## config.mk

```make
export PLATFORM = sky130hd
export DESIGN_NAME = lcer_config_regs
export DESIGN_NICKNAME = d
export VERILOG_FILES = /design/src/hw/lcer_pkg.sv /design/src/hw/lcer_config_regs.sv
export VERILOG_INCLUDE_DIRS = /design/src /design/src/hw
export SDC_FILE = /design/constraint.sdc
export NUM_CORES = 1
export LEC_CHECK = 0
export BUFFER_PORTS_ARGS = -buffer_cell sky130_fd_sc_hd__buf_2
export CORE_MARGIN = 4
export CORE_UTILIZATION = 35
export CTS_CLUSTER_DIAMETER = 40
export DETAILED_ROUTE_END_ITERATION = 6
export PLACE_DENSITY = 0.6
export SYNTH_ARGS = -nofsm -noshare
export SYNTH_HDL_FRONTEND = slang
export SYNTH_SLANG_ARGS = --single-unit
```

## constraint.sdc

```tcl
create_clock -name core_clk -period 5.7 [get_ports core_clk]
set_input_delay 0.855 -clock core_clk [delete_from_list [all_inputs] [get_ports core_clk]]
set_output_delay 0.855 -clock core_clk [all_outputs]
set_load 0.05 [all_outputs]
```

## src/hw/lcer_defs.svh

```systemverilog
// Offsets, write masks, reset values and table values of the lamp configuration regs.
// Assumes inclusion by the package and the testbench only.
`ifndef LCER_DEFS_SVH
`define LCER_DEFS_SVH

// ----------------------------------------------------------------
// Register offsets and reset values
// ----------------------------------------------------------------
`define LCER_DIM_CTRL_ADDR   8'hF5
`define LCER_EMI_CTRL_ADDR   8'hF6
`define LCER_DIM_CTRL_RST    8'h08
`define LCER_EMI_CTRL_RST    8'h00
`define LCER_DIM_CTRL_WMASK  8'h9F
`define LCER_EMI_CTRL_WMASK  8'hF7

// ----------------------------------------------------------------
// Counts and table values
// ----------------------------------------------------------------
`define LCER_SAMPLE_BASE     6'h04
`define LCER_DIM_K_BASE      4'h1
`define LCER_WAVE_LIMIT      8'h40
`define LCER_STEP_UP1        8'h0A
`define LCER_STEP_UP2        8'h14
`define LCER_STEP_UP3        8'h1E
`define LCER_STEP_UP4        8'h28
`define LCER_STEP_DN1        8'hF6
`define LCER_LFSR_SEED       8'h5A
`define LCER_LFSR_TAPS       8'hB8

`endif

```

## src/hw/lcer_pkg.sv

```systemverilog
// Types shared by the lamp configuration register bank.
// Assumes lcer_defs.svh is on the include path.
`default_nettype none

package lcer_pkg;
    `include "lcer_defs.svh"

    // Dimming, sample rate and power control register layout
    typedef struct packed {
        logic       powerdown_bit;
        logic [1:0] rsvd;
        logic [1:0] feedback_rate_sel;
        logic [1:0] dim_range_sel;
        logic       user_mem_write_protect;
    } lcer_dim_ctrl_s;

    // Spread and step control register layout
    typedef struct packed {
        logic [2:0] freq_step_sel;
        logic       freq_step_enable;
        logic       rsvd;
        logic       spread_shape_sel;
        logic [1:0] spread_amount;
    } lcer_emi_ctrl_s;

    typedef enum logic {PWR_RUN, PWR_DOWN} lcer_pwr_e;
endpackage : lcer_pkg

`default_nettype wire

```

## src/hw/lcer_config_regs.sv

```systemverilog
// Dimming/sample/power and EMI spread/step configuration registers.
// Assumes the serial engine and lampTick run on core_clk; pins are async.
//
// Function
// Software sets dimming range to the band holding the external clock.
// Internal dimming oscillator constant k is 1, 2, 4 or 8 by range.
// Feedback sampled every 4, 8, 16 or 32 lamp cycles by rate field.
// Software writes zero to reserved bits; they read back as zero.
// Power-down register bit and power-down pin are ORed.
// Power-down resets controller, clears faults, enters low power.
// Spread code sets +-1.5/3/6 percent; step field sets modulation rate.
// Without spread, step field selects +1..+4 or -1 percent offset.
// Step enable bit ORed with step pin applies the selected step.
// External dimming clock must lie between 22.5 Hz and 440 Hz.
// Shape bit picks triangular or pseudo-random modulation.
// Write-protect bit blocks user memory writes; reads unaffected.
`default_nettype none

module lcer_config_regs
    import lcer_pkg::*;
(
    input  wire logic                  core_clk,
    input  wire logic                  resetn,
    input  wire logic [7:0]            regAddr,
    input  wire logic                  regWrEn,
    input  wire logic [7:0]            regWrData,
    input  wire logic                  regRdEn,
    output var  logic [7:0]            regRdData_r,
    input  wire logic                  powerdown_pin,
    input  wire logic                  step_invoke_pin,
    input  wire logic                  dim_source_sel,
    input  wire logic                  lampTick,
    input  wire logic                  umemWrReq,
    output var  logic                  umemWrEn_r,
    output var  lcer_pkg::lcer_dim_ctrl_s dimCtrl_r,
    output var  lcer_pkg::lcer_emi_ctrl_s emiCtrl_r,
    output var  logic [3:0]            dimK_r,
    output var  logic                  sampleStrobe_r,
    output var  logic                  ctrlReset_r,
    output var  logic                  faultClear_r,
    output var  logic                  lowPower_r,
    output var  logic [1:0]            spreadAmount_r,
    output var  logic signed [7:0]     modWave_r,
    output var  logic signed [7:0]     stepOffset_r
);
    import lcer_pkg::*;

    // ----------------------------------------------------------------
    // Pin synchronisers
    // ----------------------------------------------------------------
    logic [1:0] pinMeta_r;
    logic [1:0] pinSync_r;

    always_ff @(posedge core_clk) begin
        if (!resetn) begin
            pinMeta_r <= 2'h0;
            pinSync_r <= 2'h0;
        end else begin
            pinMeta_r <= {step_invoke_pin, powerdown_pin};
            pinSync_r <= pinMeta_r;
        end
    end

    // ----------------------------------------------------------------
    // Register access
    // ----------------------------------------------------------------
    logic dimWr;
    logic emiWr;
    assign dimWr = regWrEn && (regAddr == `LCER_DIM_CTRL_ADDR);
    assign emiWr = regWrEn && (regAddr == `LCER_EMI_CTRL_ADDR);

    // Reserved bits are masked on write so they always read as zero
    always_ff @(posedge core_clk) begin
        if (!resetn) begin
            dimCtrl_r <= lcer_dim_ctrl_s'(`LCER_DIM_CTRL_RST);
            emiCtrl_r <= lcer_emi_ctrl_s'(`LCER_EMI_CTRL_RST);
        end else begin
            if (dimWr) begin
                dimCtrl_r <= lcer_dim_ctrl_s'(regWrData
                             & `LCER_DIM_CTRL_WMASK);
            end
            if (emiWr) begin
                emiCtrl_r <= lcer_emi_ctrl_s'(regWrData
                             & `LCER_EMI_CTRL_WMASK);
            end
        end
    end

    // Unmapped offsets read zero; data is valid the cycle after regRdEn
    always_ff @(posedge core_clk) begin
        if (!resetn) begin
            regRdData_r <= 8'h00;
        end else if (regRdEn) begin
            if (regAddr == `LCER_DIM_CTRL_ADDR) begin
                regRdData_r <= dimCtrl_r;
            end else if (regAddr == `LCER_EMI_CTRL_ADDR) begin
                regRdData_r <= emiCtrl_r;
            end else begin
                regRdData_r <= 8'h00;
            end
        end
    end

    always_ff @(posedge core_clk) begin
        if (!resetn) begin
            umemWrEn_r <= 1'b0;
        end else begin
            umemWrEn_r <= umemWrReq
                          && !dimCtrl_r.user_mem_write_protect;
        end
    end

    // ----------------------------------------------------------------
    // Power-down
    // ----------------------------------------------------------------
    logic      pdReq;
    lcer_pwr_e pwrState_r;
    assign pdReq = dimCtrl_r.powerdown_bit || pinSync_r[0];

    always_ff @(posedge core_clk) begin
        if (!resetn) begin
            pwrState_r <= PWR_RUN;
        end else begin
            case (pwrState_r)
                PWR_RUN:  if (pdReq) pwrState_r <= PWR_DOWN;
                PWR_DOWN: if (!pdReq) pwrState_r <= PWR_RUN;
                default:  pwrState_r <= PWR_RUN;
            endcase
        end
    end

    // Registers themselves survive power-down, else it could not be left
    always_ff @(posedge core_clk) begin
        if (!resetn) begin
            ctrlReset_r  <= 1'b0;
            faultClear_r <= 1'b0;
            lowPower_r   <= 1'b0;
        end else begin
            ctrlReset_r  <= pdReq;
            faultClear_r <= pdReq;
            lowPower_r   <= pdReq;
        end
    end

    // ----------------------------------------------------------------
    // Dimming constant and feedback sampling
    // ----------------------------------------------------------------
    always_ff @(posedge core_clk) begin
        if (!resetn) begin
            dimK_r <= 4'h0;
        end else begin
            // External source needs no constant; zero marks it unused
            dimK_r <= dim_source_sel ? 4'h0
                    : `LCER_DIM_K_BASE << dimCtrl_r.dim_range_sel;
        end
    end

    logic [5:0] samplePeriod;
    logic [5:0] lampCnt_r;
    assign samplePeriod = `LCER_SAMPLE_BASE
                          << dimCtrl_r.feedback_rate_sel;

    // Restart on any dimming register write so a new rate never sees a stale count
    always_ff @(posedge core_clk) begin
        if (!resetn || pwrState_r == PWR_DOWN || dimWr) begin
            lampCnt_r      <= 6'h00;
            sampleStrobe_r <= 1'b0;
        end else begin
            sampleStrobe_r <= 1'b0;
            if (lampTick) begin
                if (lampCnt_r == samplePeriod - 6'h01) begin
                    lampCnt_r      <= 6'h00;
                    sampleStrobe_r <= 1'b1;
                end else begin
                    lampCnt_r <= lampCnt_r + 6'h01;
                end
            end
        end
    end

    // ----------------------------------------------------------------
    // Spread-spectrum modulation and frequency step
    // ----------------------------------------------------------------
    logic       spreadOn;
    logic [1:0] modPre_r;
    logic       modEvent;
    logic [7:0] modStep;
    logic       waveUp_r;
    logic [7:0] lfsr_r;
    logic       stepOn;
    assign spreadOn = emiCtrl_r.spread_amount != 2'h0;
    assign stepOn   = emiCtrl_r.freq_step_enable || pinSync_r[1];

    // Rates above lamp frequency take bigger steps per lamp tick
    always_comb begin
        modStep  = 8'h01;
        modEvent = lampTick;
        case (emiCtrl_r.freq_step_sel)
            3'h0: modStep = 8'h04;
            3'h1: modStep = 8'h02;
            3'h2: modStep = 8'h01;
            3'h3: modEvent = lampTick && modPre_r[0];
            default: modEvent = lampTick && (modPre_r == 2'h3);
        endcase
    end

    always_ff @(posedge core_clk) begin
        if (!resetn || !spreadOn || pwrState_r == PWR_DOWN) begin
            modPre_r  <= 2'h0;
            modWave_r <= 8'sh00;
            waveUp_r  <= 1'b1;
            lfsr_r    <= `LCER_LFSR_SEED;
        end else begin
            if (lampTick) begin
                modPre_r <= modPre_r + 2'h1;
            end
            if (modEvent) begin
                if (emiCtrl_r.spread_shape_sel) begin
                    lfsr_r <= {lfsr_r[6:0], ^(lfsr_r & `LCER_LFSR_TAPS)};
                    modWave_r <= $signed(lfsr_r) >>> 1;
                end else if (waveUp_r) begin
                    modWave_r <= modWave_r + $signed(modStep);
                    if (modWave_r + $signed(modStep)
                        >= $signed(`LCER_WAVE_LIMIT)) begin
                        waveUp_r <= 1'b0;
                    end
                end else begin
                    modWave_r <= modWave_r - $signed(modStep);
                    if (modWave_r - $signed(modStep)
                        <= -$signed(`LCER_WAVE_LIMIT)) begin
                        waveUp_r <= 1'b1;
                    end
                end
            end
        end
    end

    always_ff @(posedge core_clk) begin
        if (!resetn) begin
            spreadAmount_r <= 2'h0;
            stepOffset_r   <= 8'sh00;
        end else begin
            spreadAmount_r <= emiCtrl_r.spread_amount;
            stepOffset_r   <= 8'sh00;
            if (!spreadOn && stepOn) begin
                case (emiCtrl_r.freq_step_sel)
                    3'h0: stepOffset_r <= `LCER_STEP_UP1;
                    3'h1: stepOffset_r <= `LCER_STEP_UP2;
                    3'h2: stepOffset_r <= `LCER_STEP_UP3;
                    3'h3: stepOffset_r <= `LCER_STEP_UP4;
                    default: stepOffset_r <= `LCER_STEP_DN1;
                endcase
            end
        end
    end

    logic [5:0] tickSeen_r;
    // A tick in the strobe cycle already counts towards the next period
    always_ff @(posedge core_clk) begin
        if (!resetn || dimWr || pwrState_r == PWR_DOWN) begin
            tickSeen_r <= 6'h00;
        end else if (lampTick) begin
            tickSeen_r <= sampleStrobe_r ? 6'h01 : tickSeen_r + 6'h01;
        end else if (sampleStrobe_r) begin
            tickSeen_r <= 6'h00;
        end
    end
endmodule : lcer_config_regs

`default_nettype wire

```

Word-level counts from Yosys, hierarchy flattened
Index checks and enable logic that the tools add are counted.

Eq/ne operators: 7. Reduce and logical (&&, ||, !) cells: 24. Add/subtract/negate cells: 5. Bitwise logic cells: 3. Shift operators: 2. Muxes and demuxes: 13. $lt $le $gt $ge: 2.

Operator list (number): $mux W8 (4); $pmux W8 S4 (1); $eq A8 B8 Y1 const B (2); $add A8 B8 Y8 (1); $ge A8 B8 Y1 const B (1); $le A8 B7 Y1 const B (1); $reduce_xor A8 Y1 (1); $sub A8 B8 Y8 (1); $add A6 B1 Y6 const B (1); $eq A3 B2 Y1 const B (2); $eq A6 B6 Y1 (1); $logic_and A1 B1 Y1 (6); $logic_or A1 B1 Y1 (6); $mux W6 (1); $pmux W3 S2 (1); $reduce_and A2 Y1 (3); $shl A3 B2 Y6 const A (1); $sub A6 B1 Y6 const B (1); $mux W1 (5); $reduce_or A2 Y1 (2); $shl A1 B2 Y4 const A (1); $eq A3 B1 Y1 const B (1); $logic_not A1 Y1 (3); $logic_not A3 Y1 (1); other kinds (6) (8).

Output and inout bits: 51. Bits of input ports: 25. Logic and storage cells: 79. Register bits after elaboration: 68.

Logic depth before layout (Yosys ltp)
Depth after elaboration: 6. Gate-level depth with buffers: 11.

Worst setup path after synthesis
No wires, ideal clock.

Path kind: register -> register. Start: register emiCtrl_r[6] (netlist bit). End: register waveUp_r. Period minus slack after synthesis: 2738 ps. Setup time: 135 ps. Setup slack: 2962 ps. Required time: 5565 ps. Data arrival time: 2604 ps. Stages on the path, launching flop included: 12. Cell sequence: dfxtp_1 -> buf_2 -> nor2_1 -> inv_1 -> ha_1 -> inv_1 -> fa_1 -> a2111oi_2 -> nand2b_1 -> or2_2 -> a21oi_1 -> o31ai_1.

Longest elaborated chain between the ends: 6.

Ends and longest elaborated chain: start, declared (line lcer_config_regs.sv:36) `output var lcer_pkg::lcer_emi_ctrl_s emiCtrl_r,`; start signal, assigned (line lcer_config_regs.sv:76) `` emiCtrl_r <= lcer_emi_ctrl_s'(`LCER_EMI_CTRL_RST); ``; start signal, assigned (line lcer_config_regs.sv:83) `emiCtrl_r <= lcer_emi_ctrl_s'(regWrData`; $eq A3 B1 Y1 / $logic_not A3 Y1 (equally long branches) (line lcer_config_regs.sv:198) `case (emiCtrl_r.freq_step_sel)`; $pmux W3 S2 (line lcer_config_regs.sv:198); $sub A8 B8 Y8 / $add A8 B8 Y8 (equally long branches) (line lcer_config_regs.sv:229, lcer_config_regs.sv:223); $le A8 B7 Y1 / $ge A8 B8 Y1 (equally long branches) (line lcer_config_regs.sv:229, lcer_config_regs.sv:223); $mux W1 (on tied branches) (line lcer_config_regs.sv:229, lcer_config_regs.sv:223); $mux W1 (line lcer_config_regs.sv:221) `end else if (waveUp_r) begin`; end signal, assigned (line lcer_config_regs.sv:211) `waveUp_r <= 1'b1;`; end signal, assigned (line lcer_config_regs.sv:225) `waveUp_r <= 1'b0;`; end signal, assigned (line lcer_config_regs.sv:231) `waveUp_r <= 1'b1;`; end, declared (line lcer_config_regs.sv:188) `logic waveUp_r;`.

Parallel ways exist; a longest one is shown, timed or not. A chain may end at the register's enable or synchronous reset.

Worst setup path after layout
Start: register emiCtrl_r[7] (netlist bit). End: register waveUp_r.

Same word-level chain as after synthesis.

==> impl.org <==
** Cells and area
- Diode insertion count for antenna repair :: 0
- Count of fill cells added during filler insertion :: 884
- Final nets :: 449
- Area growth from synthesis to layout :: 16.5%
- Final non-filler cell area :: 0.00364 mm2
- Of the cells placed in the final design, the portion with a size suffix greater than 1 is 23.4%.

** Timing
- Time the worst path needs with I/O delays and setup :: 2580 ps
- Final setup skew :: 5.64 ps
- Of the available clock period, the critical path in the final layout requires 45.2%.
- F_max :: 0.388 GHz
- Hold WS :: 431 ps
- At the pin with the least slew margin, the transition time is 660 ps.
- In this run the tightest slew margin relative to its limit is 55.9%.
- RSZ-0062 raised after global routing :: false
- Setup total negative slack on the finished layout was measured at 0 ps.
- Setup Viol. Count Final :: 0
- Final max-slew violation count :: 0
- The count of final hold-check violations was 0.

** Global routing
- Pin count of the biggest net entering global routing :: 33
- Antenna violations before repair :: 0
- Overall overflow remaining after global route :: 0
- For this run, the total global-route usage over all layers was measured as 14.5%.
- The number of global-route vias before repair was 2554.
- The first global-routing pass estimated 12000 um of wire.

** Synth
- Counting flops with a built-in enable in the synthesized netlist gives 0.
- Count of distinct cell types in the synthesized netlist :: 60
- Summing every instance area after synthesis gives 0.00312 mm2.
- Most area-hungry cell type in the Yosys netlist :: dfxtp_1
- Area share of the largest cell type after synthesis :: 41.0%
- Gate count after technology mapping :: 356
- Average size of a mapped cell :: 8.77 um2
- Counting instances in the post-synthesis netlist gives the leading cell types as 64 x dfxtp_1, 54 x nand2_1, 24 x nand3_1, 20 x nor2_1, 15 x a21boi_0.
- Top post-synthesis cells by area :: dfxtp_1 41%, nand2_1 6.5%, nand3_1 3.8%, a21boi_0 3.6%, xnor2_1 3.4%
- Post-synthesis sequential element count :: 64
- dfxtp_1 is the most common cell in the netlist.
- FFs w/ async S/R, synth :: 0%
- Yosys warning count :: 0
- For this run, the leading register cell type out of synthesis is dfxtp_1.
- Of the synthesized area, sequential elements account for 41.0%.

** Power and ir drop
- Summing internal, switching and leakage power gives 849 uW.
- In this run the static leakage power is 1.60 nW.
- Worst vdd rail ir drop :: 131 uV
- Pwr Density :: 233 mW/mm2

** Drt
- Avg Vias per Cell :: 5.06
- After the first detailed-routing iteration, the DRC count stood at 131.
- Detailed-route via count :: 2664
- In the routed design, unresolved DRC markers number 0.
- Once detail routing completed, the nets flagged for antenna violations numbered 0.
- The first detailed-routing pass ran for 4 iterations.
- DRT Wirelength :: 7280 um
- In the final routed layout, each cell accounts on average for 13.8 um.

** Clocking
- Clk sink count :: 64
- Total setup buffers inserted after CTS :: 0
- In this run the number of H-tree levels came out at 3.
- Number of hold-repair buffers added at the cts stage :: 0
- Gates resized during post-CTS repair numbered 0.
- For the worst-skew pair, the clock arrives at the later sink with an insertion delay of 340 ps.
- TritonCTS built the clock tree.
- The number of clock buffers added by TritonCTS is 9.
- After clock tree synthesis, the clock-pin slew on the worst setup and hold paths is 70 ps.
- Library cell used as clock root buffer :: clkbuf_8
- The longest clock path from root to sink contains 2 buffers.

** Die
- The initialized floorplan defines 34 standard-cell rows.
- DIE WIDTH :: 102 um
- I/O pins :: 76
- Area of the die :: 0.0105 mm2
- Once the floorplan was initialized, standard cells occupied 35.8% of the core.
- The region available for standard cell placement spans 0.00872 mm2.
- Height of the chip :: 102 um

** Worst setup path
- The critical path in this run is classified as reg2reg.
- Slowest stage delay, CP :: 490 ps
- For the worst flop-to-flop path, the logic depth is 10.
- Setup crit start :: emiCtrl_r[7]
- STA classifies the critical path startpoint as a register.
- Reg2Reg Setup Slack :: 3120 ps
- Crit. path cell count :: 10
- Endpoint of the worst setup timing path :: waveUp_r
- Data required time of the worst path :: 5900 ps
- By instance count, the cell type seen most on the critical path is inv_1.
- CP top delay family :: compound AO/OA/AOI/OAI gates
- The number of buffers and inverters on the critical path is 2.
- The worst register-to-register path begins at emiCtrl_r[7].
- At the worst endpoint, the arrival time is 2780 ps.
- The endpoint identified for the worst register-to-register timing path is waveUp_r.
- The slowest stage of the critical path is the dfxtp_1 cell.
- The worst setup path is captured at a register.
- Of all nets on the critical path, the largest fanout is 10.
- Walking the worst path, the cells encountered are nor2_1 > inv_1 > ha_1 > inv_1 > fa_1 > a2111oi_2 > nand2b_1 > or2_2 > a21oi_1 > o31ai_1.

** Worst hold path
- In this run the worst hold path is classified as reg2reg.
- Origin of the worst min-delay path :: pinSync_r[0]

** Outcome
- The run finished with clean final reports.

** Placement
- Post-Place Cell Area :: 0.00347 mm2
- Once detailed placement completed, the half-perimeter wirelength came to 5350 um.
- The count of buffers added on input and output ports is 71.
- Placer congestion estimate :: 0.805

** Run
- Max-cap violations :: 0
-- cell usage in the layout (no fill, tap or decap), types with 2 or more instances in the layout --
master and count:
xnor2_1 12, inv_1 7, a31oi_1 4, xor2_1 4
nand2_1 54, clkbuf_1 2, o21ai_0 7, mux2i_1 6
dfxtp_1 64, nor2_1 20, o211ai_1 3, buf_2 71
ha_1 8, a21boi_0 15, clkinv_2 4, a21oi_1 14
o21bai_1 2, nor3_1 5, a22oi_1 6, nand2b_1 6
and3_1 4, clkbuf_8 10, and3b_1 2, conb_1 4
or3_1 2, nand4_1 3, fa_1 2, nor4_2 2
buf_4 3, a21oi_2 2, and2_1 7, o211a_1 5
nand3_1 24, nor2b_1 9
-- state kept, by name, indices dropped and copies added (netlist names), 2 cells and up --
register,cells
emiCtrl_r,7
spreadAmount_r,2
modWave_r,8
regRdData_r,8
lfsr_r,8
modPre_r,2
stepOffset_r,5
dimCtrl_r,6
pinSync_r,2
pinMeta_r,2
dimK_r,4
lampCnt_r,6
-- worst register-to-register path, cell delays in order, from the launching register on --
cell       delay (ps)
dfxtp_1           490
nor2_1            100
inv_1              90
ha_1              160
inv_1              60
fa_1              460
a2111oi_2         440
nand2b_1          140
or2_2             290
a21oi_1           130
o31ai_1            90
-- final cells by class --
| class | instances | area, um2 | area share [%] |
|---|---|---|---|
| tap | 108 | 135 | 3.71 |
| sequential | 64 | 1280 | 35.2 |
| timing repair buffer | 74 | 378 | 10.4 |
| clock buffer | 12 | 145 | 3.99 |
| clock inverter | 4 | 20.0 | 0.550 |
| inverter | 7 | 26.3 | 0.722 |
| multi-input combinational | 258 | 1650 | 45.4 |
-- layer usage --
metal	global-route usage, %	share of wire (%)	wire length [um]	up-vias
li1	-	-	-	1339
met1	19.1	46	3340	1227
met2	22.1	46	3320	94
met3	5.94	8.1	587	4
met4	3.53	0.47	34	0
met5	0	0	0	-
-- stage by stage --
| stage | cells | worst slack (ps) | utilization [%] |
|---|---|---|---|
| after CTS | 527 | 3110 | 41.7 |
| after global routing | 527 | 2830 | 41.7 |
| final | 527 | 3120 | 41.7 |
| after global placement | 511 | 3190 | 39.8 |
| after floorplan | 359 | 2960 | - |
| after detailed placement | 511 | 3130 | 39.8 |
-- logic make-up after synthesis --
kind of cell / count (synthesis) / synth area share [%]
buffers and inverters: 37 / 6.41
other: 1 / 0.120
and+or+nand+nor: 147 / 23.7
DFF: 64 / 41.0
adders and majority gates: 10 / 4.49
AOI/OAI and AO/OA: 75 / 17.8
muxes: 6 / 1.92
xor gates and xnor gates: 16 / 4.49
-- report_power, final --
group | internal, mW | leakage, nW | switching, mW
Sequential | 0.453 | 0.519 | 0.00307
Combinational | 0.0180 | 0.993 | 0.0389
Clock | 0.167 | 0.0899 | 0.169
Total | 0.638 | 1.60 | 0.211
-- worst min path at each step --
stage,to,slack [ps],cells after the start
2_1_floorplan,pwrState_r,410,1
3_3_place_gp,pwrState_r,410,1
3_5_place_dp,pwrState_r,410,1
4_1_cts,pwrState_r,430,1
5_1_grt,pwrState_r,460,1
6_report,pwrState_r,430,1
Power figures use the tool's default switching activity.
